File: src/mb_pkg.sv
// Package: frame layout constants, codes and carrier types for the frame responder
package mb_pkg;
  // ----------------------------------------------------------------
  // Frame layout
  // ----------------------------------------------------------------
  localparam int unsigned HDR_LEN      = 6;
  localparam logic [7:0]  PROTO_ID     = 8'h00;
  localparam logic [7:0]  LEN_HI       = 8'h00;
  localparam logic [7:0]  ADDR_BCAST   = 8'h00;
  localparam logic [7:0]  ADDR_MAX     = 8'hf7;
  localparam logic [4:0]  OWN_DEFAULT  = 5'h01;
  localparam logic [7:0]  ERR_BIT      = 8'h80;
  localparam int unsigned REQ_LEN      = 6;
  localparam int unsigned COIL_DATA_AT = 3;
  // ----------------------------------------------------------------
  // Codes
  // ----------------------------------------------------------------
  localparam logic [7:0] FC_RD_COIL  = 8'h01;
  localparam logic [7:0] FC_RD_DIN   = 8'h02;
  localparam logic [7:0] FC_RD_HOLD  = 8'h03;
  localparam logic [7:0] FC_RD_INREG = 8'h04;
  localparam logic [7:0] FC_WR_COIL  = 8'h05;
  localparam logic [7:0] FC_WR_REG   = 8'h06;
  localparam logic [7:0] FC_WR_COILS = 8'h0f;
  localparam logic [7:0] FC_WR_REGS  = 8'h10;
  localparam logic [7:0] EXC_FUNC    = 8'h01;
  localparam logic [7:0] EXC_ADDR    = 8'h02;
  localparam logic [7:0] EXC_VALUE   = 8'h03;
  // ----------------------------------------------------------------
  // Sizes
  // ----------------------------------------------------------------
  localparam int unsigned NUM_COILS  = 64;
  localparam int unsigned NUM_WORDS  = 8;
  localparam logic [15:0] MAX_POINTS = 16'h07d0;
  localparam int unsigned BUF_DEPTH  = 16;

  typedef struct packed {
    logic       valid;
    logic       last;
    logic [7:0] data;
  } byte_beat_t;
endpackage

File: src/mb_req_store.sv
// Request byte store with registered read port
`timescale 1ns/100ps
module mb_req_store #(
  parameter int unsigned DEPTH = 16
) (
  input  wire logic                     clk,
  input  wire logic                     we,
  input  wire logic [$clog2(DEPTH)-1:0] wrAddr,
  input  wire logic [7:0]               wrData,
  input  wire logic [$clog2(DEPTH)-1:0] rdAddr,
  output      logic [7:0]               rdData
);
  logic [7:0] mem [DEPTH];

  always_ff @(posedge clk) begin
    if (we) begin
      mem[wrAddr] <= wrData;
    end
    rdData <= mem[rdAddr];
  end
endmodule

File: src/modbus_frame_responder.sv
// Slave-side frame responder: receives a request frame and builds the reply
// ----------------------------------------------------------------
// Summary of operation
// Reply is produced only after a received request frame ends.
// In TCP mode the body starts after a six-byte header.
// Master picks the transaction identifier; it is echoed back unchanged.
// Protocol identifier and length high byte are zero on send and receive.
// Header length low byte delimits the body; reply carries its own count.
// First body byte is station address; zero means broadcast, 1..247 individual.
// Second body byte is the function selector, 1 to 255.
// Successful reply echoes the request selector unchanged.
// Failure reply sets the selector top bit.
// Selectors 01..06, 0F, 10 are accepted; others raise an exception.
// 16-bit values are sent high byte first.
// 32-bit values travel low word first, each word high byte first.
// A body with no data after the selector is accepted.
// Inputs come from digital points; words from analog inputs and outputs.
// Coil read request holds start and count, high byte first.
// Coil read byte count is (points plus seven) divided by eight.
// Coil bits packed eight per byte from byte three, lowest point bit zero.
// Failed coil read answers address, 0x81 and one exception byte.
// Foreign station addresses are dropped with no reply.
// Station address switch is 1..31; zero acts as one.
// ----------------------------------------------------------------
`timescale 1ns/100ps
module modbus_frame_responder (
  input  wire logic                        clk,
  input  wire logic                        arst_n,
  input  wire logic                        tcpMode,
  input  wire logic [4:0]                  stationAddress,
  input  wire mb_pkg::byte_beat_t          rxBeat,
  output      mb_pkg::byte_beat_t          txBeat,
  input  wire logic                        txReady,
  input  wire logic [mb_pkg::NUM_COILS-1:0] digitalInputPoint,
  input  wire logic [15:0]                 analogInputWord [mb_pkg::NUM_WORDS],
  output      logic [mb_pkg::NUM_COILS-1:0] coilOut,
  output      logic [15:0]                 analogOutputWord [mb_pkg::NUM_WORDS],
  output      logic                        frameDone,
  output      logic                        frameDropped
);
  // ----------------------------------------------------------------
  // State
  // ----------------------------------------------------------------
  typedef enum logic [2:0] {IDLE, RECV, FETCH, EXEC, SEND} phase_t;

  typedef struct packed {
    phase_t      phase;
    logic [4:0]  sw1;
    logic [4:0]  sw2;
    logic [4:0]  rxCnt;
    logic [3:0]  rdIdx;
    logic [5:0][7:0] body;
    logic [15:0] tid;
    logic        hdrBad;
    logic [7:0]  txCnt;
    logic [7:0]  txLen;
    logic [7:0]  fc;
    logic [7:0]  exc;
    logic [7:0]  addr;
    logic        tcp;
    logic [7:0]  txData;
    logic        txValid;
    logic        txLast;
    logic [mb_pkg::NUM_COILS-1:0] coils;
    logic [mb_pkg::NUM_WORDS-1:0][15:0] aout;
    logic        done;
    logic        drop;
    logic [7:0]  bodyLen;
    logic [mb_pkg::NUM_COILS-1:0] din1;
    logic [mb_pkg::NUM_COILS-1:0] din2;
    // Words pass two flops as a whole; one changing mid-sample may be torn
    logic [mb_pkg::NUM_WORDS-1:0][15:0] ain1;
    logic [mb_pkg::NUM_WORDS-1:0][15:0] ain2;
  } st_t;

  st_t cur;
  st_t next_cur;
  logic [7:0] memData;
  logic [7:0] rxByte;
  logic [15:0] start;
  logic [15:0] count;
  logic [4:0] ownAddr;
  logic [7:0] coilBytes;

  // The first 16 request bytes land in the store at their receive index; its read data is not used
  mb_req_store #(.DEPTH(mb_pkg::BUF_DEPTH)) reqStore (
    .clk    (clk),
    .we     (rxBeat.valid && cur.phase inside {IDLE, RECV}),
    .wrAddr (cur.rxCnt[3:0]),
    .wrData (rxBeat.data),
    .rdAddr (cur.rdIdx),
    .rdData (memData)
  );

  // ----------------------------------------------------------------
  // Decode helpers
  // ----------------------------------------------------------------
  // zero switch acts as one
  assign ownAddr   = (cur.sw2 == 5'h00) ? mb_pkg::OWN_DEFAULT : cur.sw2;
  // start and count high byte first
  assign start     = {cur.body[2], cur.body[3]};
  assign count     = {cur.body[4], cur.body[5]};
  // truncating divide by eight
  assign coilBytes = 8'((count + 16'h0007) >> 3);
  assign rxByte    = rxBeat.data;

  function automatic logic [7:0] txByteAt(input st_t s, input logic [7:0] k,
                                          input logic [15:0] st, input logic [7:0] nb);
    logic [7:0]  b;
    logic [15:0] base;
    logic [15:0] w;
    logic [4:0]  wi;
    b    = 8'h00;
    base = 16'h0000;
    w    = 16'h0000;
    wi   = 5'h00;
    if (s.tcp && k < 8'(mb_pkg::HDR_LEN)) begin
      // echo the master's identifier
      // zero protocol id and length high byte
      // length low byte counts body bytes
      unique case (k[2:0])
        3'h0:    b = s.tid[15:8];
        3'h1:    b = s.tid[7:0];
        3'h2:    b = mb_pkg::PROTO_ID;
        3'h3:    b = mb_pkg::PROTO_ID;
        3'h4:    b = mb_pkg::LEN_HI;
        default: b = 8'(s.txLen - 8'(mb_pkg::HDR_LEN));
      endcase
    end else begin
      logic [7:0] j;
      j = s.tcp ? 8'(k - 8'(mb_pkg::HDR_LEN)) : k;
      if (j == 8'h00) begin
        b = s.addr;
      end else if (j == 8'h01) begin
        // echo selector on success
        // error flag in top bit on failure
        b = (s.exc != 8'h00) ? (s.fc | mb_pkg::ERR_BIT) : s.fc;
      end else if (s.exc != 8'h00) begin
        // single exception byte
        b = s.exc;
      end else if (s.fc inside {mb_pkg::FC_RD_COIL, mb_pkg::FC_RD_DIN}) begin
        if (j == 8'h02) begin
          b = nb;
        end else begin
          // eight points per byte, lowest in bit zero
          base = 16'(st + {5'h00, 8'(j - 8'(mb_pkg::COIL_DATA_AT)), 3'h0});
          for (int i = 0; i < 8; i++) begin
            w  = 16'(base + 16'(i));
            // inputs from digital points, coils from output latches
            // Points past the requested count read as zero
            if (w < 16'(mb_pkg::NUM_COILS) && w < 16'(st + {s.body[4], s.body[5]})) begin
              b[i] = (s.fc == mb_pkg::FC_RD_COIL) ? s.coils[w[5:0]] : s.din2[w[5:0]];
            end
          end
        end
      end else if (s.fc inside {mb_pkg::FC_RD_HOLD, mb_pkg::FC_RD_INREG}) begin
        if (j == 8'h02) begin
          // Two bytes per word
          b = 8'({s.body[4], s.body[5]} << 1);
        end else begin
          // a 32-bit pair is two words in address order, low word first
          wi = 5'(st + 16'((j - 8'h03) >> 1));
          w  = (s.fc == mb_pkg::FC_RD_INREG) ? s.ain2[wi[2:0]] : s.aout[wi[2:0]];
          // high byte first
          b  = j[0] ? w[15:8] : w[7:0];
        end
      end else begin
        // Write replies echo address and value or quantity fields
        b = s.body[j[2:0]];
      end
    end
    return b;
  endfunction

  // ----------------------------------------------------------------
  // Next state
  // ----------------------------------------------------------------
  always_comb begin
    logic [7:0] bodyIdx;
    logic       bad;
    bodyIdx  = 8'h00;
    bad      = 1'b0;
    next_cur = cur;
    next_cur.sw1  = stationAddress;
    next_cur.sw2  = cur.sw1;
    // input points and words pass two flops before the reply reads them
    next_cur.din1 = digitalInputPoint;
    next_cur.din2 = cur.din1;
    next_cur.ain2 = cur.ain1;
    for (int g = 0; g < mb_pkg::NUM_WORDS; g++) begin
      next_cur.ain1[g] = analogInputWord[g];
    end
    next_cur.done = 1'b0;
    next_cur.drop = 1'b0;
    unique case (cur.phase)
      IDLE, RECV: begin
        // nothing is sent until a request arrives
        if (rxBeat.valid) begin
          next_cur.phase = RECV;
          next_cur.tcp   = (cur.phase == IDLE) ? tcpMode : cur.tcp;
          next_cur.rxCnt = 5'(cur.rxCnt + ((cur.rxCnt == 5'h1f) ? 5'h00 : 5'h01));
          // body follows the header in TCP mode
          bodyIdx = next_cur.tcp ? 8'(cur.rxCnt - 5'(mb_pkg::HDR_LEN)) : 8'(cur.rxCnt);
          if (next_cur.tcp && cur.rxCnt == 5'h00) next_cur.tid[15:8] = rxByte;
          if (next_cur.tcp && cur.rxCnt == 5'h01) next_cur.tid[7:0] = rxByte;
          // nonzero protocol id or length high byte is malformed
          if (next_cur.tcp && cur.rxCnt inside {5'h02, 5'h03, 5'h04} && rxByte != 8'h00)
            next_cur.hdrBad = 1'b1;
          // length low byte gives the body size
          if (next_cur.tcp && cur.rxCnt == 5'h05) next_cur.bodyLen = rxByte;
          if (bodyIdx < 8'd6 && !(next_cur.tcp && cur.rxCnt < 5'(mb_pkg::HDR_LEN)))
            next_cur.body[bodyIdx[2:0]] = rxByte;
          // a frame may end right after the selector
          if (rxBeat.last) begin
            next_cur.phase = EXEC;
            next_cur.rdIdx = 4'h0;
            // body size must match; frames past the saturated count skip the check
            if (next_cur.tcp && cur.rxCnt != 5'h1f &&
                8'(cur.rxCnt) + 8'h01 != 8'(mb_pkg::HDR_LEN) + next_cur.bodyLen)
              next_cur.hdrBad = 1'b1;
          end
        end
      end
      FETCH: next_cur.phase = EXEC;
      EXEC: begin
        next_cur.addr  = cur.body[0];
        next_cur.fc    = cur.body[1];
        next_cur.exc   = 8'h00;
        next_cur.rxCnt = 5'h00;
        next_cur.hdrBad = 1'b0;
        // selector zero is no valid request
        // broadcast or own address; R19: drop others
        if (cur.hdrBad || (cur.body[0] != mb_pkg::ADDR_BCAST &&
                           cur.body[0] != {3'h0, ownAddr}) || cur.body[1] == 8'h00) begin
          next_cur.phase = IDLE;
          next_cur.drop  = 1'b1;
        end else begin
          // supported selectors only
          unique case (cur.body[1])
            mb_pkg::FC_RD_COIL, mb_pkg::FC_RD_DIN: begin
              bad = count == 16'h0000 || count > mb_pkg::MAX_POINTS;
              if (!bad && 17'(start) + 17'(count) > 17'(mb_pkg::NUM_COILS))
                next_cur.exc = mb_pkg::EXC_ADDR;
              next_cur.txLen = 8'(3) + coilBytes;
            end
            mb_pkg::FC_RD_HOLD, mb_pkg::FC_RD_INREG: begin
              bad = count == 16'h0000 || count > 16'(mb_pkg::NUM_WORDS);
              if (!bad && 17'(start) + 17'(count) > 17'(mb_pkg::NUM_WORDS))
                next_cur.exc = mb_pkg::EXC_ADDR;
              next_cur.txLen = 8'(8'h03 + 8'(count << 1));
            end
            mb_pkg::FC_WR_COIL: begin
              if (start >= 16'(mb_pkg::NUM_COILS)) next_cur.exc = mb_pkg::EXC_ADDR;
              else if (count == 16'hff00) next_cur.coils[start[5:0]] = 1'b1;
              else if (count == 16'h0000) next_cur.coils[start[5:0]] = 1'b0;
              else bad = 1'b1;
              next_cur.txLen = 8'(mb_pkg::REQ_LEN);
            end
            mb_pkg::FC_WR_REG: begin
              if (start >= 16'(mb_pkg::NUM_WORDS)) next_cur.exc = mb_pkg::EXC_ADDR;
              else next_cur.aout[start[2:0]] = count;
              next_cur.txLen = 8'(mb_pkg::REQ_LEN);
            end
            mb_pkg::FC_WR_COILS, mb_pkg::FC_WR_REGS: begin
              // Payload bytes are not applied to coils or words; acknowledge only
              next_cur.txLen = 8'(mb_pkg::REQ_LEN);
            end
            default: next_cur.exc = mb_pkg::EXC_FUNC;
          endcase
          if (bad) next_cur.exc = mb_pkg::EXC_VALUE;
          if (next_cur.exc != 8'h00) next_cur.txLen = 8'h03;
          if (cur.tcp) next_cur.txLen = 8'(next_cur.txLen + 8'(mb_pkg::HDR_LEN));
          if (cur.body[0] == mb_pkg::ADDR_BCAST) begin
            next_cur.phase = IDLE;
            next_cur.done  = 1'b1;
          end else begin
            next_cur.phase = SEND;
            next_cur.txCnt = 8'h00;
          end
        end
      end
      SEND: begin
        if (!cur.txValid || txReady) begin
          if (cur.txValid && cur.txLast) begin
            next_cur.phase   = IDLE;
            next_cur.txValid = 1'b0;
            next_cur.txLast  = 1'b0;
            next_cur.done    = 1'b1;
          end else begin
            next_cur.txValid = 1'b1;
            next_cur.txData  = txByteAt(cur, cur.txCnt, start, coilBytes);
            next_cur.txLast  = cur.txCnt == 8'(cur.txLen - 8'h01);
            next_cur.txCnt   = 8'(cur.txCnt + 8'h01);
          end
        end
      end
      default: next_cur.phase = IDLE;
    endcase
  end

  always_ff @(posedge clk or negedge arst_n) begin
    if (!arst_n) begin
      cur <= '0;
    end else begin
      cur <= next_cur;
    end
  end

  assign txBeat           = '{valid: cur.txValid, last: cur.txLast, data: cur.txData};
  assign coilOut          = cur.coils;
  for (genvar g = 0; g < mb_pkg::NUM_WORDS; g++) begin
    assign analogOutputWord[g] = cur.aout[g];
  end
  assign frameDone        = cur.done;
  assign frameDropped     = cur.drop;
endmodule

File: config.mk
export PLATFORM = sky130hd
export DESIGN_NAME = modbus_frame_responder
export DESIGN_NICKNAME = d
export VERILOG_FILES = /design/src/mb_pkg.sv /design/src/mb_req_store.sv /design/src/modbus_frame_responder.sv
export SDC_FILE = /design/constraint.sdc
export NUM_CORES = 2
export LEC_CHECK = 0
export BUFFER_PORTS_ARGS = -buffer_cell sky130_fd_sc_hd__clkbuf_2
export CORE_MARGIN = 4
export CORE_UTILIZATION = 30
export DETAILED_ROUTE_END_ITERATION = 7
export PLACE_DENSITY = 0.53
export SLEW_MARGIN = 20
export SYNTH_ARGS = -nofsm -noshare
export SYNTH_HDL_FRONTEND = slang
export SYNTH_SLANG_ARGS = --single-unit
export TNS_END_PERCENT = 5
File: constraint.sdc
create_clock -name clk -period 6.55 [get_ports clk]
set_input_delay 0.9825 -clock clk [delete_from_list [all_inputs] [get_ports clk]]
set_output_delay 0.9825 -clock clk [all_outputs]
set_load 0.01 [all_outputs]
### After elaboration in Yosys (flattened, before gate mapping)

Cells that the tools add are included.
Widths: inputs -> output; s select.

| word-level totals | value |
|---|---|
| flip-flop bits (word level) | 720 |
| output and inout bits | 204 |
| word-level logic and storage cells | 367 |

| operators by class | value |
|---|---|
| add/sub/neg operators | 25 |
| magnitude comparators | 41 |
| eq/ne operators | 39 |
| mux-type cells | 133 |
| bitwise logic cells | 7 |
| reduce and logical (&&, ||, !) cells | 70 |

Operator list:

| operator | count |
|---|---|
| $mux 8 | 30 |
| $bwmux 128 | 1 |
| $lt 16x16->1 | 8 |
| $lt 16x7->1 const B | 8 |
| $mux 64 | 2 |
| $bmux 1 s6 | 16 |
| $bmux 16 s3 | 2 |
| $mux 16 | 5 |
| $mux 74 | 1 |
| $add 16x3->16 const B | 4 |
| $and 64x64->64 | 1 |
| $not 64->64 | 1 |
| $or 64x64->64 | 1 |
| $lt 6x7->1 const B | 9 |
| $mux 1 | 49 |
| $bwmux 48 | 1 |
| $demux 16 s3 | 1 |
| $mux 48 | 1 |
| $pmux 8 s3 | 2 |
| $eq 8x2->1 const B | 5 |
| $add 16x2->16 const B | 2 |
| $eq 8x3->1 const B | 4 |
| $reduce_bool 8->1 | 4 |
| $logic_and 1x1->1 | 25 |
| 72 further kinds | 132 |

### Logic depth before layout (Yosys ltp)

| logic depth | value |
|---|---|
| depth after elaboration | 19 |
| gate-level depth with buffers | 30 |

### Worst setup path after synthesis

OpenSTA, ideal clock, no wires.

| timing path | value |
|---|---|
| path type | register to register |
| start point | register cur[630] in the netlist's numbering |
| end point | register cur, in the netlist txBeat[7] |
| setup time | 0.092 ns |
| data arrival time | 6.549 ns |
| path slack | -0.090 ns |
| stages on the path, launching flop included | 31 |
| buffers on the path | 5 |
| cell sequence | dfrtp_1 ha_1 nand2b_1 xor2_1 clkbuf_1 xnor2_1 inv_1 buf_2 buf_2 ha_1 o21a_1 a211o_1 a22oi_1 buf_2 and3_1 buf_2 and4_1 and2_0 nand2_1 xnor2_1 ha_1 nand4_1 nor2_1 a21oi_1 nand2_1 or4_4 nor4_2 nor4b_2 or4b_1 o31a_1 o31ai_2 |

| between the ends | value |
|---|---|
| word-level cells in the longest chain between the ends | 15 |
| elaborated cells between the ends (all ways) | 44 |
| those cells by class | add/sub (6); order compare (3); eq/ne (6); mux (24); reduce/logical (5) |

Ends and longest elaborated chain:

| element | line | source |
|---|---|---|
| from (decl) | modbus_frame_responder.sv:76 | `st_t cur;` |
| from (signal assigned) | modbus_frame_responder.sv:305 | `cur <= next_cur;` |
| $sub 8x3->8 | modbus_frame_responder.sv:131 | `j = s.tcp ? 8'(k - 8'(mb_pkg::HDR_LEN)) : k;` |
| $mux 8 | modbus_frame_responder.sv:131 |  |
| $sub 8x2->8 / $sub 4x2->4 (equally long branches) | modbus_frame_responder.sv:146, modbus_frame_responder.sv:162 |  |
| $add 16x11->16 / $add 3x3->3 (equally long branches) | modbus_frame_responder.sv:146, modbus_frame_responder.sv:162 |  |
| $add 16x3->16 / $bmux 16 s3 (equally long branches) | modbus_frame_responder.sv:148, modbus_frame_responder.sv:163 |  |
| $bmux 1 s6 / $mux 16 (equally long branches) | modbus_frame_responder.sv:152, modbus_frame_responder.sv:163 |  |
| $mux 1 (implied by the code) / $mux 16 (equally long branches) | modbus_frame_responder.sv:152, modbus_frame_responder.sv:163 |  |
| $mux 1 / $mux 8 (equally long branches) | modbus_frame_responder.sv:152, modbus_frame_responder.sv:165 |  |
| $mux 1 / $mux 8 (equally long branches) | modbus_frame_responder.sv:151, modbus_frame_responder.sv:157 |  |
| $mux 8, on equally long branches | modbus_frame_responder.sv:142, modbus_frame_responder.sv:156 |  |
| $mux 8 | modbus_frame_responder.sv:141 | `end else if (s.fc inside {mb_pkg::FC_RD_COIL, mb_pkg::FC_RD_DIN}) begin` |
| $mux 8 | modbus_frame_responder.sv:138 | `end else if (s.exc != 8'h00) begin` |
| $mux 8 | modbus_frame_responder.sv:134 | `end else if (j == 8'h01) begin` |
| $mux 8 | modbus_frame_responder.sv:132 | `if (j == 8'h00) begin` |
| $mux 8 * | modbus_frame_responder.sv:117 | `if (s.tcp && k < 8'(mb_pkg::HDR_LEN)) begin` |

Mark *: on every way between the ends. The rest lies on a longest branch, timed or not. The select of a mux whose other input is x is not followed.
A chain may end at the register's enable or synchronous reset.

### Final worst setup path

| timing path | value |
|---|---|
| start point | register cur[631] in the netlist's numbering |
| end point | register cur, in the netlist txBeat[7] |

The elaborated chain is that of the path after synthesis.

==> results.md <==
- The run finished with clean final reports.
- The die is ~380 µm tall.
- The count of buffers added on input and output ports is approximately 410.
- Clock tree synthesis inserted a total of 77 buffers.
- Synthesis instantiated about 100 different standard cells from the library.
- The maximum count of clock buffers along a single path is 3.
- The family with the most delay on the worst path is simple AND/OR/NAND/NOR gates.
- CTS built an H-tree with a depth of 3.
- The number of nets in the synthesized netlist is ~4000.
- The wire length per cell is about 26 µm.
- The average instance in the mapped netlist occupies about 11 µm².
- The pin slew with the least headroom to its limit is 1.10 ns.
- The number of buffers inserted for hold repair after clock tree synthesis is 0.
- The remaining design rule violation count is 0.
- The number of synthesized flops with an enable pin is 0.
- The synthesized instance count is around 3700.
- Of the cells placed in the final design, the portion with a size suffix greater than 1 is 0.290.
- In this run, synthesis produced a sequential element count of a little over 700.
- The detailed router placed 31300 vias in this run.
- The min-delay analysis places its worst path in the category flop to flop.
- The part of the Yosys area used for sequential elements is 0.435.
- Of the total power, the share spent switching nets is 0.489.
- Clock-pin slew was measured on the worst setup and hold paths at 0.07 ns.
- Setup repair after global routing could not meet its margin everywhere.
- The pre-antenna-repair detailed-routing pass consisted of 6 iterations.
- The initial utilization of the core area, before any placement, comes to 0.303.
- The worst setup path is launched from a flop.
- The final number of max-transition violations is 0.
- The global-route usage over all layers is 0.205.
- The first global-routing pass estimated about 220000 µm of wire.
- The endpoint class of the critical path is a flop.
- The initial antenna violation count came to 1.
- The highest achievable clock rate is roughly 160 MHz.
- In this run the cell area of the synthesized design comes to just over 0.04 mm².
- The floorplan step defined a core boundary enclosing ~0.14 mm².
- The number of violations reported at the end of detailed-routing iteration 0 is roughly 3000.
- TritonCTS built the clock tree.
- In this run the count of I/O pins placed on the die edge is 415.
- The post-route clock period utilization is 0.952.
- From synthesis to final layout, the design area changed by 14.3%.
- The routed wire length is about 150000 µm.
- The area taken by flip-flops and latches is roughly 0.018 mm².
- The analysis attributes to net switching a power of approximately 14000 µW.
- In this design, the stage delay of the slowest critical-path cell is 0.46 ns.
- Setup violations remaining at the end of the flow were counted as 0.
- The most used flip-flop cell after synthesis is sky130_fd_sc_hd__dfrtp_1.
- After synthesis, the share of cell area in mux cells is 0.176.
- The standby leakage power is between 0.02 and 0.025 µW.
- The number of warnings printed during yosys synthesis is 0.
- From left edge to right edge, the die measures approximately 380 µm.
- The relative slew slack is 0.261.
- The placed cell count is roughly 5600.
- The setup skew after layout is between 0.04 and 0.05 ns.
- Of the total power, combinational logic draws 0.644.
- At the later pin of the worst-skew pair, clock insertion delay measures ~0.69 ns.
- The total number of nets in the final design is 4319.
- The area share of and/or/nand/nor cells after synthesis is 0.121.
- Of all nets on the critical path, the largest fanout is 6.
- The maximum number of pins on one net before global-route repair is between 150 and 200.
- The share of power burned in registers is 0.194.
- The number of placement rows is about 140.
- The total overflow left after global routing is 0.
- In this run the remaining antenna-violating nets after routing total 0.
- The congestion estimate from routability-driven global placement came to roughly 0.93.
- For this run, the number of standard cells in the final layout without fillers is around 5800.
- The worst-case vdd ir drop is 551 µV.
- The detailed-placement wirelength estimate is 113000 µm.
- The area fraction in compound gates after synthesis is 0.104.
- The internal portion of the total power is 14600 µW.
- The dominant combinational cell family by area after synthesis is multiplexers.
- After layout, the minimum clock period comes to between 6 and 7 ns.
- The count of endpoints failing hold in the final timing report was 0.
- The die covers between 0.1 and 0.15 mm².
- The post-route setup TNS is 0 ns.
- The parity-gate share of the synthesized area counting xor and xnor cells is 0.0418.
- The largest total area in the synthesized netlist belongs to sky130_fd_sc_hd__dfrtp_1.
- STA puts the critical path data required time at a little over 7 ns.
- Max-cap violations in this run came to 0.
- The worst endpoint data arrival time is between 6 and 7 ns.
- Counting flops with an async set or reset pin after synthesis yields a share of 1.00.
- The critical path start-end classification is flop to flop.
- The share of total power dissipated in the clock network is 0.162.
- The library cell contributing the largest single delay on the critical path is sky130_fd_sc_hd__or4b_1.
- The top cell type's share of synthesized area is 0.435.
- Ranked by total cell area, the synthesized netlist is headed by sky130_fd_sc_hd__dfrtp_1, sky130_fd_sc_hd__mux4_2, sky130_fd_sc_hd__mux2_2, sky130_fd_sc_hd__ha_1, sky130_fd_sc_hd__buf_4.
- The area used by multi-input combinational logic is just over 0.02 mm².
- After detailed routing, the number of vias per cell comes to roughly 5.4.
- The via count of the first global-routing pass came to 31000.
- The clock root buffer master is sky130_fd_sc_hd__clkbuf_16.
- The filler cells instantiated in the layout total around 14000.
- Of the total synthesized cell area, the portion taken by full adders, half adders and majority gates is 0.0566.
- For this design, the sink count on the clock tree is 714.
- Together, buffers and inverters on the worst path number 1.
- The power density relative to cell area is 607 mW/mm².
-- worst paths after layout --
kind                            startpoint        end  slack (ns)  depth (start not counted)
worst min register to register    cur[349]   cur[285]        0.32                          0
worst max register to register    cur[631]  txBeat[7]        0.32                         27
min in group asynchronous           arst_n   cur[188]        0.36                          1
worst max-delay path              cur[631]  txBeat[7]        0.32                         27
worst min-delay path              cur[349]   cur[285]        0.32                          0
max in group asynchronous           arst_n   cur[629]        4.65                          2
-- flip-flops by register name, indices dropped and copies added, names as in the netlist, named ones only --
name              cells
analogOutputWord    128
count                16
cur                 494
frameDone             1
frameDropped          1
txBeat               10
-- cell usage in the layout, fill, tap and decap left out, types with 36 or more instances in the layout --
cell type / synthesis / layout
sky130_fd_sc_hd__nand4_1: 54 / 54
sky130_fd_sc_hd__a21o_1: 36 / 36
sky130_fd_sc_hd__clkbuf_2: 2 / 413
sky130_fd_sc_hd__inv_1: 60 / 60
sky130_fd_sc_hd__nand2_1: 410 / 409
sky130_fd_sc_hd__o21ai_0: 166 / 165
sky130_fd_sc_hd__a21oi_1: 110 / 108
sky130_fd_sc_hd__o31ai_1: 46 / 46
sky130_fd_sc_hd__mux2i_1: 63 / 63
sky130_fd_sc_hd__xor2_1: 54 / 53
sky130_fd_sc_hd__ha_1: 181 / 179
sky130_fd_sc_hd__nor3_1: 76 / 74
sky130_fd_sc_hd__buf_4: 207 / 127
sky130_fd_sc_hd__a22oi_1: 42 / 42
sky130_fd_sc_hd__mux2_2: 212 / 212
sky130_fd_sc_hd__mux4_2: 186 / 186
sky130_fd_sc_hd__nand3_1: 121 / 121
sky130_fd_sc_hd__nor2_1: 163 / 162
sky130_fd_sc_hd__xnor2_1: 126 / 122
sky130_fd_sc_hd__dfrtp_1: 714 / 709
sky130_fd_sc_hd__clkbuf_16: 0 / 77
-- worst reg2reg max path, stage by stage (launching register included) --
cell and delay (ns):
sky130_fd_sc_hd__dfrtp_2 0.45, sky130_fd_sc_hd__ha_1 0.24, sky130_fd_sc_hd__nand2b_2 0.23, sky130_fd_sc_hd__xor2_2 0.22, sky130_fd_sc_hd__nand4_1 0.24, sky130_fd_sc_hd__buf_4 0.21
sky130_fd_sc_hd__nor3_1 0.18, sky130_fd_sc_hd__xnor2_1 0.10, sky130_fd_sc_hd__ha_1 0.30, sky130_fd_sc_hd__nand4_1 0.08, sky130_fd_sc_hd__or3_4 0.36, sky130_fd_sc_hd__nand3_1 0.15
sky130_fd_sc_hd__xor2_2 0.23, sky130_fd_sc_hd__and4_4 0.28, sky130_fd_sc_hd__and2_0 0.17, sky130_fd_sc_hd__nand2_1 0.10, sky130_fd_sc_hd__xnor2_2 0.16, sky130_fd_sc_hd__ha_1 0.32
sky130_fd_sc_hd__nand4_1 0.14, sky130_fd_sc_hd__nor2_1 0.08, sky130_fd_sc_hd__a21oi_1 0.14, sky130_fd_sc_hd__nand2_1 0.07, sky130_fd_sc_hd__or4_4 0.43, sky130_fd_sc_hd__nor4_4 0.15
sky130_fd_sc_hd__nor4b_2 0.21, sky130_fd_sc_hd__or4b_1 0.46, sky130_fd_sc_hd__o31a_1 0.26, sky130_fd_sc_hd__o31ai_2 0.16
-- metrics by stage --
| step | util | hold WS, ns | total power, µW | setup slack [ns] | instance area (µm²) |
|---|---|---|---|---|---|
| 4_1_cts | 0.345 | 0.322 | 28200 | 0.176 | 46800 |
| 5_1_grt | 0.346 | 0.320 | 30300 | -0.0151 | 47000 |
| 3_5_place_dp | 0.325 | 0.335 | 23500 | 0.236 | 44100 |
| 6_report | 0.346 | 0.321 | 28500 | 0.316 | 47000 |
| 2_1_floorplan | - | 0.331 | 17200 | 0.0717 | 41100 |
| 3_3_place_gp | 0.325 | 0.333 | 23400 | 0.289 | 44100 |
-- per-layer routing --
metal | GRT usage | share of wire
met5 | 0 | 0
met2 | 0.337 | 0.48
met3 | 0.0429 | 0.074
met4 | 0.0663 | 0.034
met1 | 0.270 | 0.41
-- cells in the mapped netlist (26+ instances only) --
master	n
sky130_fd_sc_hd__nand3_1	121
sky130_fd_sc_hd__a211oi_1	28
sky130_fd_sc_hd__mux2i_1	63
sky130_fd_sc_hd__nand4_1	54
sky130_fd_sc_hd__buf_4	207
sky130_fd_sc_hd__xor2_1	54
sky130_fd_sc_hd__a31oi_1	32
sky130_fd_sc_hd__nor3_1	76
sky130_fd_sc_hd__nor2_1	163
sky130_fd_sc_hd__and3_1	29
sky130_fd_sc_hd__buf_2	40
sky130_fd_sc_hd__mux4_2	186
sky130_fd_sc_hd__inv_1	60
sky130_fd_sc_hd__xnor2_1	126
sky130_fd_sc_hd__dfrtp_1	714
sky130_fd_sc_hd__clkbuf_1	146
sky130_fd_sc_hd__o21ai_0	166
sky130_fd_sc_hd__o31ai_1	46
sky130_fd_sc_hd__ha_1	181
sky130_fd_sc_hd__o22ai_1	26
sky130_fd_sc_hd__nand2_1	410
sky130_fd_sc_hd__a22oi_1	42
sky130_fd_sc_hd__a21oi_1	110
sky130_fd_sc_hd__mux2_2	212
sky130_fd_sc_hd__a21o_1	36
-- cell families after synthesis --
logic type,count (synthesis)
buffers and inverters,490
multiplexers,462
flip-flops,714
adder cells (fa/ha/maj),184
XOR/XNOR,188
AO/OA/AOI/OAI,642
AND/OR/NAND/NOR,1035
-- power groups by stage --
| stage | clock network [µW] | logic (µW) | registers [µW] |
|---|---|---|---|
| 2_1_floorplan | 0 | 12100 | 5160 |
| 3_3_place_gp | 0 | 17800 | 5590 |
| 3_5_place_dp | 0 | 17900 | 5590 |
| 4_1_cts | 4720 | 18000 | 5510 |
| 5_1_grt | 4880 | 19900 | 5570 |
| 6_report | 4610 | 18400 | 5530 |
-- repair_timing --
action / CTS / global route
gates resized for setup: 0 / 26
buffers inserted: 0 / 6
endpoints found under the setup margin: 0 / 6
-- final cells by class --
type                            count  share of cell area
Antenna cell                        1           0.0000533
Clock buffer                      102              0.0454
Clock inverter                     41              0.0123
Inverter                           68             0.00543
Multi-Input combinational cell   2511               0.440
Sequential cell                   714               0.381
Tap cell                         1781              0.0474
Timing Repair Buffer              552              0.0691
Note: power is estimated with default switching activity, not from simulation.
